===== src/rtl/spcc_params.svh =====
`ifndef SPCC_PARAMS_SVH
`define SPCC_PARAMS_SVH
// byte offsets of the control and status words and their aliases
`define SPCC_OFF_CTRL      12'h000
`define SPCC_OFF_CLR       12'h004
`define SPCC_OFF_SET       12'h008
`define SPCC_OFF_INV       12'h00c
`define SPCC_OFF_STAT      12'h010
`define SPCC_OFF_STAT_CLR  12'h014
`define SPCC_OFF_STAT_SET  12'h018
`define SPCC_OFF_STAT_INV  12'h01c
// control word field positions
`define SPCC_B_FRAMED_MODE_ENABLE   31
`define SPCC_B_FSDIR   30
`define SPCC_B_FPOL    29
`define SPCC_B_ASSEL   28
`define SPCC_B_FPW     27
`define SPCC_B_FCNT_H  26
`define SPCC_B_FCNT_L  24
`define SPCC_B_BSRC    23
`define SPCC_B_FEDGE   17
`define SPCC_B_DEEP    16
`define SPCC_B_ON      15
`define SPCC_B_IDLE    13
`define SPCC_B_SDOREL  12
`define SPCC_B_WIDE    11
`define SPCC_B_HALF    10
`define SPCC_B_CKP     6
`define SPCC_B_MST     5
// writable bits: 31:23, 17:15, 13:0
`define SPCC_CTRL_MASK 32'hff83_bfff
`define SPCC_CTRL_RST  32'h0000_0000
// status word: bit0 audio enable (writable)
`define SPCC_STAT_MASK 32'h0000_0001
`define SPCC_STAT_RST  32'h0000_0000
`endif


===== src/rtl/spcc_pkg.sv =====
package spcc_pkg;
   // alias operation of a write
   typedef enum logic [3:0] {
      SPCC_WR_PLAIN = 4'h1,
      SPCC_WR_CLR   = 4'h2,
      SPCC_WR_SET   = 4'h4,
      SPCC_WR_INV   = 4'h8
   } spcc_wr_e;
   // frame generator states
   typedef enum logic [2:0] {
      SPCC_ST_IDLE = 3'h1,
      SPCC_ST_PRE  = 3'h2,
      SPCC_ST_RUN  = 3'h4
   } spcc_st_e;
endpackage : spcc_pkg


===== src/rtl/spcc_ctrl.sv =====
// The register offsets and the APB interface to the registers were left to the implementer.
`timescale 1ns/1ps
`default_nettype none
`include "spcc_params.svh"
// Summary of operation
// - clear, set, invert aliases at 4, 8, c
// - framed enable uses select pin as sync
// - sync direction: one input, zero output
// - polarity bit sets select/sync active level
// - controller drives select during each transfer
// - pulse width: one character or one clock
// - frame count codes 0-5 give two to the n
// - baud source: reference or bus clock
// - baud source, deep buffer writable only off
// - edge bit: sync with or before first
// - deep buffer bit selects multi-entry buffering
// - enable bit runs whole interface
// - idle halt stops module in idle
// - release bit frees serial out pin
// - audio mode forces clock polarity one
// - audio widths 24/32/16 in 64-bit frame
// - audio code zero: narrow, 32-bit frame
// - unimplemented bits read zero, reset zero
// - controller bit makes device clock master
// - polarity bit sets clock idle level
// - transmit irq mode codes held as written
// - receive irq mode codes held as written
module spcc_ctrl
   import spcc_pkg::*;
(
   input  wire logic        pclk,          // bus clock
   input  wire logic        presetn,       // async reset, active low
   input  wire logic        psel,          // apb select
   input  wire logic        penable,       // apb access phase
   input  wire logic        pwrite,        // apb direction
   input  wire logic [11:0] paddr,         // apb byte address
   input  wire logic [31:0] pwdata,        // apb write data
   output logic      [31:0] prdata,        // apb read data
   output logic             pready,        // apb ready
   output logic             pslverr,       // apb error
   input  wire logic        idle_req,      // device idle mode, async
   input  wire logic        xfer_busy,     // transmission in progress
   input  wire logic        char_done,     // one character finished
   input  wire logic        bit_tick,      // serial clock period pulse
   input  wire logic        sync_in,       // select pin input, async
   output logic             sync_out,      // select pin output level
   output logic             sync_oe,       // select pin enable
   output logic             sdo_oe,        // module owns serial out pin
   output logic             sck_idle_lvl,  // effective clock idle level
   output logic             clk_master,    // device makes serial clock
   output logic             baud_ref_sel,  // baud from reference clock
   output logic             deep_buf,      // multi-entry buffering
   output logic             run_en,        // interface running
   output logic      [5:0]  word_bits,     // data bits per word
   output logic             frame_start    // sync pulse seen/sent
);
   logic [31:0] ctrl_q;      // control word
   logic [31:0] ctrl_d;      // next control word
   logic [31:0] stat_q;      // audio control word
   logic [31:0] stat_d;      // next audio word
   logic        idle_s;      // synchronised idle request
   logic        sync_s;      // synchronised select input
   logic        sync_s_q;    // previous sync level
   logic        run;         // module active
   logic        audio;       // audio mode on
   logic        fs_act;      // active sync level
   logic [5:0]  chr_cnt_q;   // characters since pulse
   logic [5:0]  chr_lim;     // characters per pulse
   logic        pulse_q;     // generated pulse asserted
   logic        acc;         // apb access edge
   logic        wr;          // write edge
   spcc_st_e    st_q;        // frame generator state

   // idle and select pins are asynchronous
   spcc_sync u_idle (
      .pclk   (pclk),
      .presetn(presetn),
      .d      (idle_req),
      .q      (idle_s)
   );
   spcc_sync u_fsin (
      .pclk   (pclk),
      .presetn(presetn),
      .d      (sync_in),
      .q      (sync_s)
   );

   // decode alias operation from address offset
   function automatic spcc_wr_e alias_op(input logic [3:0] off);
      if (off == 4'(`SPCC_OFF_CLR)) begin
         alias_op = SPCC_WR_CLR;
      end else if (off == 4'(`SPCC_OFF_SET)) begin
         alias_op = SPCC_WR_SET;
      end else if (off == 4'(`SPCC_OFF_INV)) begin
         alias_op = SPCC_WR_INV;
      end else begin
         alias_op = SPCC_WR_PLAIN;
      end
   endfunction : alias_op

   // apply an alias write to an old word
   function automatic logic [31:0] apply(input spcc_wr_e op,
                                         input logic [31:0] old,
                                         input logic [31:0] w);
      case (op)
         SPCC_WR_CLR: apply = old & ~w;
         SPCC_WR_SET: apply = old | w;
         SPCC_WR_INV: apply = old ^ w;
         default:     apply = w;
      endcase
   endfunction : apply

   // legal register offsets
   function automatic logic hit(input logic [11:0] a);
      hit = (a[11:5] == 7'h00) && (a[1:0] == 2'b00);
   endfunction : hit

   assign acc = psel && penable;
   assign wr  = acc && pwrite && hit(paddr);

   // next control word: mask, aliases, locked bits
   always_comb begin
      ctrl_d = ctrl_q;
      stat_d = stat_q;
      if (wr && (paddr[4] == 1'b0)) begin
         ctrl_d = apply(alias_op(paddr[3:0]), ctrl_q, pwdata)
                  & `SPCC_CTRL_MASK;
         if (ctrl_q[`SPCC_B_ON]) begin
            // locked while enabled
            ctrl_d[`SPCC_B_BSRC] = ctrl_q[`SPCC_B_BSRC];
            ctrl_d[`SPCC_B_DEEP] = ctrl_q[`SPCC_B_DEEP];
         end
      end
      if (wr && (paddr[4] == 1'b1)) begin
         stat_d = apply(alias_op(paddr[3:0]), stat_q, pwdata)
                  & `SPCC_STAT_MASK;
      end
   end

   // control word register
   always_ff @(posedge pclk or negedge presetn) begin
      if (!presetn) begin
         ctrl_q <= `SPCC_CTRL_RST;
         stat_q <= `SPCC_STAT_RST;
      end else begin
         ctrl_q <= ctrl_d;
         stat_q <= stat_d;
      end
   end

   // apb answer: zero wait, error on unmapped address
   always_ff @(posedge pclk or negedge presetn) begin
      if (!presetn) begin
         prdata  <= 32'h0000_0000;
         pready  <= 1'b0;
         pslverr <= 1'b0;
      end else begin
         pready  <= psel && !penable;
         pslverr <= psel && !penable && !hit(paddr);
         if (psel && !penable && !pwrite && hit(paddr)) begin
            if (paddr[4] == 1'b0) begin
               prdata <= ctrl_q;
            end else begin
               prdata <= stat_q;
            end
         end else begin
            prdata <= 32'h0000_0000;
         end
      end
   end

   assign audio  = stat_q[0];
   // enable gated by idle halt
   assign run    = ctrl_q[`SPCC_B_ON] &&
                   !(ctrl_q[`SPCC_B_IDLE] && idle_s);
   assign fs_act = ctrl_q[`SPCC_B_FPOL];

   // characters per sync pulse
   always_comb begin
      case (ctrl_q[`SPCC_B_FCNT_H:`SPCC_B_FCNT_L])
         3'h0:    chr_lim = 6'h01;
         3'h1:    chr_lim = 6'h02;
         3'h2:    chr_lim = 6'h04;
         3'h3:    chr_lim = 6'h08;
         3'h4:    chr_lim = 6'h10;
         3'h5:    chr_lim = 6'h20;
         default: chr_lim = 6'h01; // reserved code
      endcase
   end

   // frame generator for master framed mode
   always_ff @(posedge pclk or negedge presetn) begin
      if (!presetn) begin
         st_q      <= SPCC_ST_IDLE;
         chr_cnt_q <= 6'h00;
         pulse_q   <= 1'b0;
      end else if (!run || !ctrl_q[`SPCC_B_FRAMED_MODE_ENABLE] ||
                   ctrl_q[`SPCC_B_FSDIR]) begin
         st_q      <= SPCC_ST_IDLE;
         chr_cnt_q <= 6'h00;
         pulse_q   <= 1'b0;
      end else begin
         case (st_q)
            SPCC_ST_IDLE: begin
               if (xfer_busy) begin
                  // edge bit picks early or coincident pulse
                  pulse_q <= 1'b1;
                  st_q    <= ctrl_q[`SPCC_B_FEDGE] ? SPCC_ST_RUN
                                                   : SPCC_ST_PRE;
               end
            end
            SPCC_ST_PRE: begin
               if (bit_tick) begin
                  st_q <= SPCC_ST_RUN;
               end
            end
            SPCC_ST_RUN: begin
               // short pulse ends after one clock period
               if (bit_tick && !ctrl_q[`SPCC_B_FPW]) begin
                  pulse_q <= 1'b0;
               end
               if (char_done) begin
                  pulse_q <= 1'b0;
                  if (chr_cnt_q + 6'h01 >= chr_lim) begin
                     chr_cnt_q <= 6'h00;
                     st_q      <= SPCC_ST_IDLE;
                  end else begin
                     chr_cnt_q <= chr_cnt_q + 6'h01;
                  end
               end
            end
            default: st_q <= SPCC_ST_IDLE;
         endcase
      end
   end

   // select pin drive and sync detection
   always_ff @(posedge pclk or negedge presetn) begin
      if (!presetn) begin
         sync_out    <= 1'b1;
         sync_oe     <= 1'b0;
         sync_s_q    <= 1'b0;
         frame_start <= 1'b0;
      end else begin
         sync_s_q <= sync_s;
         if (run && ctrl_q[`SPCC_B_FRAMED_MODE_ENABLE]) begin
            // direction chooses input or output
            sync_oe     <= !ctrl_q[`SPCC_B_FSDIR];
            sync_out    <= pulse_q ? fs_act : !fs_act;
            frame_start <= ctrl_q[`SPCC_B_FSDIR]
                           ? (sync_s == fs_act && sync_s_q != fs_act)
                           : (xfer_busy && st_q == SPCC_ST_IDLE);
         end else if (run && ctrl_q[`SPCC_B_MST] &&
                      ctrl_q[`SPCC_B_ASSEL]) begin
            // auto select during each transmission
            sync_oe     <= 1'b1;
            sync_out    <= xfer_busy ? fs_act : !fs_act;
            frame_start <= 1'b0;
         end else begin
            sync_oe     <= 1'b0;
            sync_out    <= 1'b1;
            frame_start <= 1'b0;
         end
      end
   end

   // datapath steering outputs
   always_ff @(posedge pclk or negedge presetn) begin
      if (!presetn) begin
         sdo_oe       <= 1'b0;
         sck_idle_lvl <= 1'b0;
         clk_master   <= 1'b0;
         baud_ref_sel <= 1'b0;
         deep_buf     <= 1'b0;
         run_en       <= 1'b0;
         word_bits    <= 6'h08;
      end else begin
         run_en       <= run;
         sdo_oe       <= run && !ctrl_q[`SPCC_B_SDOREL];
         sck_idle_lvl <= audio | ctrl_q[`SPCC_B_CKP];
         clk_master   <= ctrl_q[`SPCC_B_MST];
         baud_ref_sel <= ctrl_q[`SPCC_B_BSRC];
         deep_buf     <= ctrl_q[`SPCC_B_DEEP];
         case ({audio, ctrl_q[`SPCC_B_WIDE], ctrl_q[`SPCC_B_HALF]})
            3'h7:    word_bits <= 6'h18;
            3'h6:    word_bits <= 6'h20;
            3'h5:    word_bits <= 6'h10;
            3'h4:    word_bits <= 6'h10;
            3'h3:    word_bits <= 6'h20;
            3'h2:    word_bits <= 6'h20;
            3'h1:    word_bits <= 6'h10;
            default: word_bits <= 6'h08;
         endcase
      end
   end

   // locked baud source bit holds across writes while enabled
   property p_lock;
      @(posedge pclk) disable iff (!presetn)
      ctrl_q[`SPCC_B_ON] |=> $stable(ctrl_q[`SPCC_B_BSRC]);
   endproperty
   a_lock: assert property (p_lock)
      else $error("baud source changed while enabled");

   // reserved bits stay zero
   property p_resv;
      @(posedge pclk) disable iff (!presetn)
      (ctrl_q & ~`SPCC_CTRL_MASK) == 32'h0000_0000;
   endproperty
   a_resv: assert property (p_resv)
      else $error("reserved control bit set");

   // audio forces clock idle high a cycle later
   property p_audck;
      @(posedge pclk) disable iff (!presetn)
      audio |=> sck_idle_lvl;
   endproperty
   a_audck: assert property (p_audck)
      else $error("clock polarity not forced in audio mode");

   // release bit frees serial out
   property p_sdo;
      @(posedge pclk) disable iff (!presetn)
      ctrl_q[`SPCC_B_SDOREL] |=> !sdo_oe;
   endproperty
   a_sdo: assert property (p_sdo)
      else $error("serial out driven while released");

   // auto select follows busy with chosen polarity
   property p_asel;
      @(posedge pclk) disable iff (!presetn)
      (run && !ctrl_q[`SPCC_B_FRAMED_MODE_ENABLE] && ctrl_q[`SPCC_B_MST] &&
       ctrl_q[`SPCC_B_ASSEL] && xfer_busy)
      |=> (sync_oe && sync_out == $past(fs_act));
   endproperty
   a_asel: assert property (p_asel)
      else $error("auto select not asserted");

   // input sync never drives the pin
   property p_fsin;
      @(posedge pclk) disable iff (!presetn)
      (ctrl_q[`SPCC_B_FRAMED_MODE_ENABLE] && ctrl_q[`SPCC_B_FSDIR]) |=> !sync_oe;
   endproperty
   a_fsin: assert property (p_fsin)
      else $error("select pin driven in sync input mode");

   // idle halt stops the module
   property p_idle;
      @(posedge pclk) disable iff (!presetn)
      (idle_s && ctrl_q[`SPCC_B_IDLE]) |=> !run_en;
   endproperty
   a_idle: assert property (p_idle)
      else $error("module running in idle with halt set");

   // set alias ors data into the control word
   property p_set;
      @(posedge pclk) disable iff (!presetn)
      (wr && paddr == `SPCC_OFF_SET && !ctrl_q[`SPCC_B_ON])
      |=> ((ctrl_q & ($past(pwdata) & `SPCC_CTRL_MASK))
           == ($past(pwdata) & `SPCC_CTRL_MASK));
   endproperty
   a_set: assert property (p_set)
      else $error("set alias failed");
endmodule : spcc_ctrl
`default_nettype wire


===== src/rtl/spcc_sync.sv =====
`timescale 1ns/1ps
`default_nettype none
// three-stage synchroniser; change counts when stages two and three agree
module spcc_sync (
   input  wire logic pclk,    // bus clock
   input  wire logic presetn, // async reset, active low
   input  wire logic d,       // asynchronous level
   output logic      q        // filtered level
);
   logic s1_q; // first stage, read only by s2
   logic s2_q; // second stage
   logic s3_q; // third stage
   // shift chain and agreement filter
   always_ff @(posedge pclk or negedge presetn) begin
      if (!presetn) begin
         s1_q <= 1'b0;
         s2_q <= 1'b0;
         s3_q <= 1'b0;
         q    <= 1'b0;
      end else begin
         s1_q <= d;
         s2_q <= s1_q;
         s3_q <= s2_q;
         if (s2_q == s3_q) begin
            q <= s3_q;
         end
      end
   end
endmodule : spcc_sync
`default_nettype wire


===== config.mk =====
export PLATFORM = sky130hd
export DESIGN_NAME = spcc_ctrl
export DESIGN_NICKNAME = d
export VERILOG_FILES = /design/src/rtl/spcc_pkg.sv /design/src/rtl/spcc_ctrl.sv /design/src/rtl/spcc_sync.sv
export VERILOG_INCLUDE_DIRS = /design/src /design/src/rtl
export SDC_FILE = /design/constraint.sdc
export NUM_CORES = 1
export LEC_CHECK = 0
export ABC_AREA = 1
export BUFFER_PORTS_ARGS = -buffer_cell sky130_fd_sc_hd__buf_2
export CAP_MARGIN = 20
export CORE_ASPECT_RATIO = 2
export CORE_UTILIZATION = 60
export CTS_CLUSTER_SIZE = 16
export DETAILED_ROUTE_END_ITERATION = 8
export PLACE_DENSITY_LB_ADDON = 0.12
export SYNTH_ARGS = -nofsm -noshare
export SYNTH_HDL_FRONTEND = slang
export SYNTH_HIERARCHICAL = 1
export SYNTH_SLANG_ARGS = --single-unit

===== constraint.sdc =====
create_clock -name pclk -period 3 [get_ports pclk]
set_input_delay 0.45 -clock pclk [delete_from_list [all_inputs] [get_ports pclk]]
set_output_delay 0.45 -clock pclk [all_outputs]
set_load 0.03 [all_outputs]

* Word-level counts from Yosys, hierarchy flattened *
Index checks and enable logic that the tools add are counted.

operators by class
  reduce and logical (&&, ||, !) cells = 42
  eq/ne operators = 33
  bitwise gates (word level) = 10
  order comparisons = 1
  $add $sub $neg = 1
  muxes and demuxes = 35

operator list
  kind                   number
  $pmux W32 S3           1
  $mux W32               2
  $and A32 B32 Y32       1
  $not A32 Y32           1
  $or A32 B32 Y32        1
  $xor A32 B32 Y32       1
  $pmux W6 S5            1
  $mux W6                4
  $eq A3 B3 Y1 const B   7
  $mux W4                5
  $logic_and A1 B1 Y1    19
  $mux W3                6
  $pmux W6 S3            1
  $eq A4 B4 Y1 const B   4
  $eq A3 B2 Y1 const B   5
  $eq A4 B3 Y1 const B   3
  $mux W1                12
  $ne A3 B3 Y1 const B   4
  $logic_not A1 Y1       10
  $eq A3 B1 Y1 const B   3
  $pmux W3 S3            1
  $eq A4 B2 Y1 const B   2
  $logic_not A7 Y1       1
  $add A6 B1 Y6 const B  1
  other kinds (18)       26

word-level totals
  register bits after elaboration = 95
  output and inout bits = 49
  word-level logic and storage cells = 150

* Longest topological paths before layout *
  depth in word-level cells = 8
  depth in mapped cells = 13

* By module *
Netlist, hierarchy kept.

modules (own cells, without submodules)
  module     times used  area each (um2)  cells an instance
  spcc_ctrl  1           4996.0           616
  spcc_sync  2           116.4            8

* Worst setup path before layout *
Ideal clock, no wire load.

  path type = reg2reg
  from = register chr_cnt_q[0]
  to = register chr_cnt_q[0]
  path slack = 1154 ps
  required time = 2917 ps
  cell stages (with the launch flop) = 14
  path buffers = 1
  setup time = 83 ps
  arrival time = 1763 ps
  period minus slack after synthesis = 1846 ps
  cells stage by stage = dfrtp_1 -> ha_1 -> nand3_1 -> xor2_1 -> ha_1 -> nand2_1 -> inv_1 -> nand2_1 -> nand2_1 -> nor2_2 -> and2_2 -> buf_6 -> nand3_1 -> o21ai_0

on the way
  longest elaborated chain between the ends = 6

ends and longest elaborated chain
  element                 line                                source
  start, declared         spcc_ctrl.sv:67                     logic [5:0] chr_cnt_q;
  start signal, assigned  spcc_ctrl.sv:228                    chr_cnt_q <= chr_cnt_q + 6'h01;
  $add A6 B1 Y6 *         spcc_ctrl.sv:224, spcc_ctrl.sv:228
  $ge A6 B6 Y1            spcc_ctrl.sv:224                    if (chr_cnt_q + 6'h01 >= chr_lim) begin
  $mux W6 *               spcc_ctrl.sv:224
  $mux W6 *               spcc_ctrl.sv:222                    if (char_done) begin
  $mux W6 *               spcc_ctrl.sv:203                    case (st_q)
  $mux W6 *               spcc_ctrl.sv:197                    end else if (!run || !ctrl_q[`SPCC_B_FRAMED_MODE_ENABLE] ||

Mark *: on every way between the ends. The rest lies on a longest branch, timed or not. The select of a mux whose other input is x is not followed.
A chain may end at the register's enable or synchronous reset.

* Worst setup path in the final report *
  from = register chr_cnt_q[0]
  to = register st_q[1]

on the way
  longest elaborated chain between the ends = 4

ends and longest elaborated chain
  element                      line              source
  $add A6 B1 Y6                spcc_ctrl.sv:224
  $ge A6 B6 Y1                 spcc_ctrl.sv:224
  $ne A3 B3 Y1 (no line)       -
  $reduce_and A4 Y1 (no line)  -
  end signal, assigned         spcc_ctrl.sv:208  st_q <= ctrl_q[`SPCC_B_FEDGE] ? SPCC_ST_RUN
  end, declared                spcc_ctrl.sv:72   spcc_st_e st_q;

No other way between the ends.

==> metrics.cfg <==
[outcome]
outcome = complete, no violations

[clock_tree]
cts_sinks = 86
cts_tree = built
clk_latency_ns = 0.35
cts.clk_slew.worst_paths_ns = 0.07
cts_setup_buffers = 0
root_buffer = clkbuf_16
h-tree-depth = 3
clockBufferDepth = 2
cts_inserted_buffers = 9
cts_resized = 0

[floorplan]
die_width_um = 68.0
die_h_um = 134
start_util_pct = 62.6
num_rows = 47
dieArea_um2 = 9110
io_pins = 103
core_um2 = 8350

[routing]
drc_errors = 0
drt-initial-drc-count = 304
vias = 4394
drtAntennaViolNets = 0
vias_per_cell = 5.35
finalWirelength_um = 12200
drtPass1Iterations = 5
wl_per_cell_um = 14.9

[sta]
report.final.slew_viol_count = 0
slew_headroom_pct = 51.3
finalCritPeriodShare_pct = 68.1
setup_viol = 0
fin_crit_ns = 2.04
hold_viol_final = 0
fmax_ghz = 0.489
tightestPinTransition_ns = 0.729
fin_worst_skew_ns = 0.00689
rsz0062_at_grt = no
fin_tns_setup_ns = 0

[pwr]
ir_drop_v = 0.000293
power.leakage_nw = 3.38
finalPower_mw = 2.62
p_per_area_nw_per_um2 = 437

[setup_path]
critPathLaunchType = register
crit_path_end_kind = register
worstReg2RegStart = chr_cnt_q[0]
worstPathMaxFanout = 4
worst-endpoint-arrival_ns = 2.28
crit_required_ns = 3.24
critPathKind = reg -> reg
crit_start = chr_cnt_q[0]

[layout]
multiInputGateArea_um2 = 2500
seqCellArea_um2 = 2160
finalNonFillerCells = 821
drive_above_1_share_pct = 20.9
n_fill_cell = 682
area_growth_pct = 14.9
fin_nets = 833
final_cell_area_um2 = 6010
n_antenna_cell = 0
fin_util_pct = 71.9

[logic_synthesis]
synthMostInstantiatedCell = nand2_1
syn_area_um2 = 5230
synth_top_family_by_area = simple AND/OR/NAND/NOR gates
avgSynthCellArea_um2 = 8.27
yosys_warnings = 6
synth_top_area_share_pct = 39.7
synthAdderAreaFrac_pct = 14.6
synth_compound_area_share_pct = 7.99
ys_top_cells_by_count = nand2_1 (175), inv_1 (105), dfrtp_1 (83), ha_1 (61), nand3_1 (29)
synth_xor_area_share_pct = 0.838
yosys_most_used_dff = dfrtp_1
synth_cells = 632
synth_edf_count = 0
ys_async_sr_fraction_pct = 100
synth_top_cell_by_area = dfrtp_1
ys_seq_elements = 86
ys_seq_area_share_pct = 41.2
yosysUniqueCellTypes = 32
yosys.area_share.simple_pct = 23.7
synth.mux.area_fraction_pct = 0
synth_area_leaders = dfrtp_1 (40%), ha_1 (15%), nand2_1 (13%)

[placed_design]
dp.cells = 804
place_congestion = 0.807
hpwl_um = 8630
port_buffers = 87
post_dp_cell_area_um2 = 5670

[min_path]
hold_class = in -> reg
hold_start = idle_req

[grt]
overflow = 0
antenna_found_initial = 0
grt_usage_pct = 28.5
grt_pass1_vias = 4387
grt_pass1_wl_um = 19400
grt_max_degree = 75

[job]
drv_cap = 0

cell families after synthesis:
| logic type | count (synthesis) |
|---|---|
| buf+inv | 134 |
| simple gates | 274 |
| fa+ha+maj | 61 |
| flops | 86 |
| other cells | 1 |
| xor+xnor | 5 |
| compound gates | 71 |
metal layers:
metal,track usage (%),vias to the layer above,wire [µm]
met4,14.6,0,378
li1,-,2128,-
met3,4.34,29,478
met5,0,-,0
met1,29.5,2109,4540
met2,52.0,128,6810
cell usage in the layout, fill, tap and decap left out, types with 13 or more instances in the layout:
master / n
nand2_1: 175
inv_1: 105
buf_2: 86
dfrtp_1: 83
ha_1: 61
nand3_1: 29
nor2_1: 24
nor2_2: 21
o211ai_1: 20
o21ai_0: 18
o21ai_1: 16
a21oi_1: 13
sequential cells by signal, summed over array words and instances (netlist names), 3 cells and up:
name / flops
prdata: 26
ctrl_q: 26
word_bits: 3
chr_cnt_q: 6
st_q: 3
through the flow:
stage | setup WS, ns | hold WS, ns
final | 0.956 | 0.206
after global routing | 0.626 | 0.200
after CTS | 0.937 | 0.204
after detailed placement | 0.959 | 0.311
after global placement | 0.988 | 0.310
after floorplan | 1.15 | 0.154
report_power, final:
group | total, mW | internal [mW] | switching [mW]
combinational | 0.209 | 0.0681 | 0.140
sequential | 1.18 | 1.17 | 0.00791
clock | 1.24 | 0.741 | 0.495
total | 2.62 | 1.98 | 0.643
area by class of cell:
class | instances | area share [%]
Sequential cell | 86 | 35.9
Clock buffer | 9 | 3.75
Inverter | 109 | 6.81
Timing Repair Buffer | 92 | 8.17
Clock inverter | 7 | 1.71
Tap cell | 98 | 2.04
Multi-Input combinational cell | 420 | 41.6
worst max-delay path, stage by stage, from the launching register on:
cell and delay, ns:
dfrtp_1 0.41, nand3_1 0.14, nor3_1 0.19, xor2_1 0.23, ha_1 0.28, nand2_1 0.09
inv_1 0.04, nand2_1 0.05, nand2_1 0.06, nor2_2 0.08, nand3_1 0.17, nand3_1 0.14
nand2_1 0.05
path summary, 6_finish.rpt:
kind / to / slack (ns) / cells after the start
min reg2reg: u_fsin/s2_q / 0.37 / 0
max reg2reg: st_q[1] / 0.96 / 12
min in group asynchronous: prdata[25] / 0.48 / 2
max: st_q[1] / 0.96 / 12
max in group asynchronous: st_q[0] / 1.84 / 3
min: u_idle/s1_q / 0.21 / 1
what timing repair did:
action	CTS	global route
hold buffers	1	0
setup endpoints to repair	0	0
hold endpoints to repair	12	0
Power figures use the tool's default switching activity.
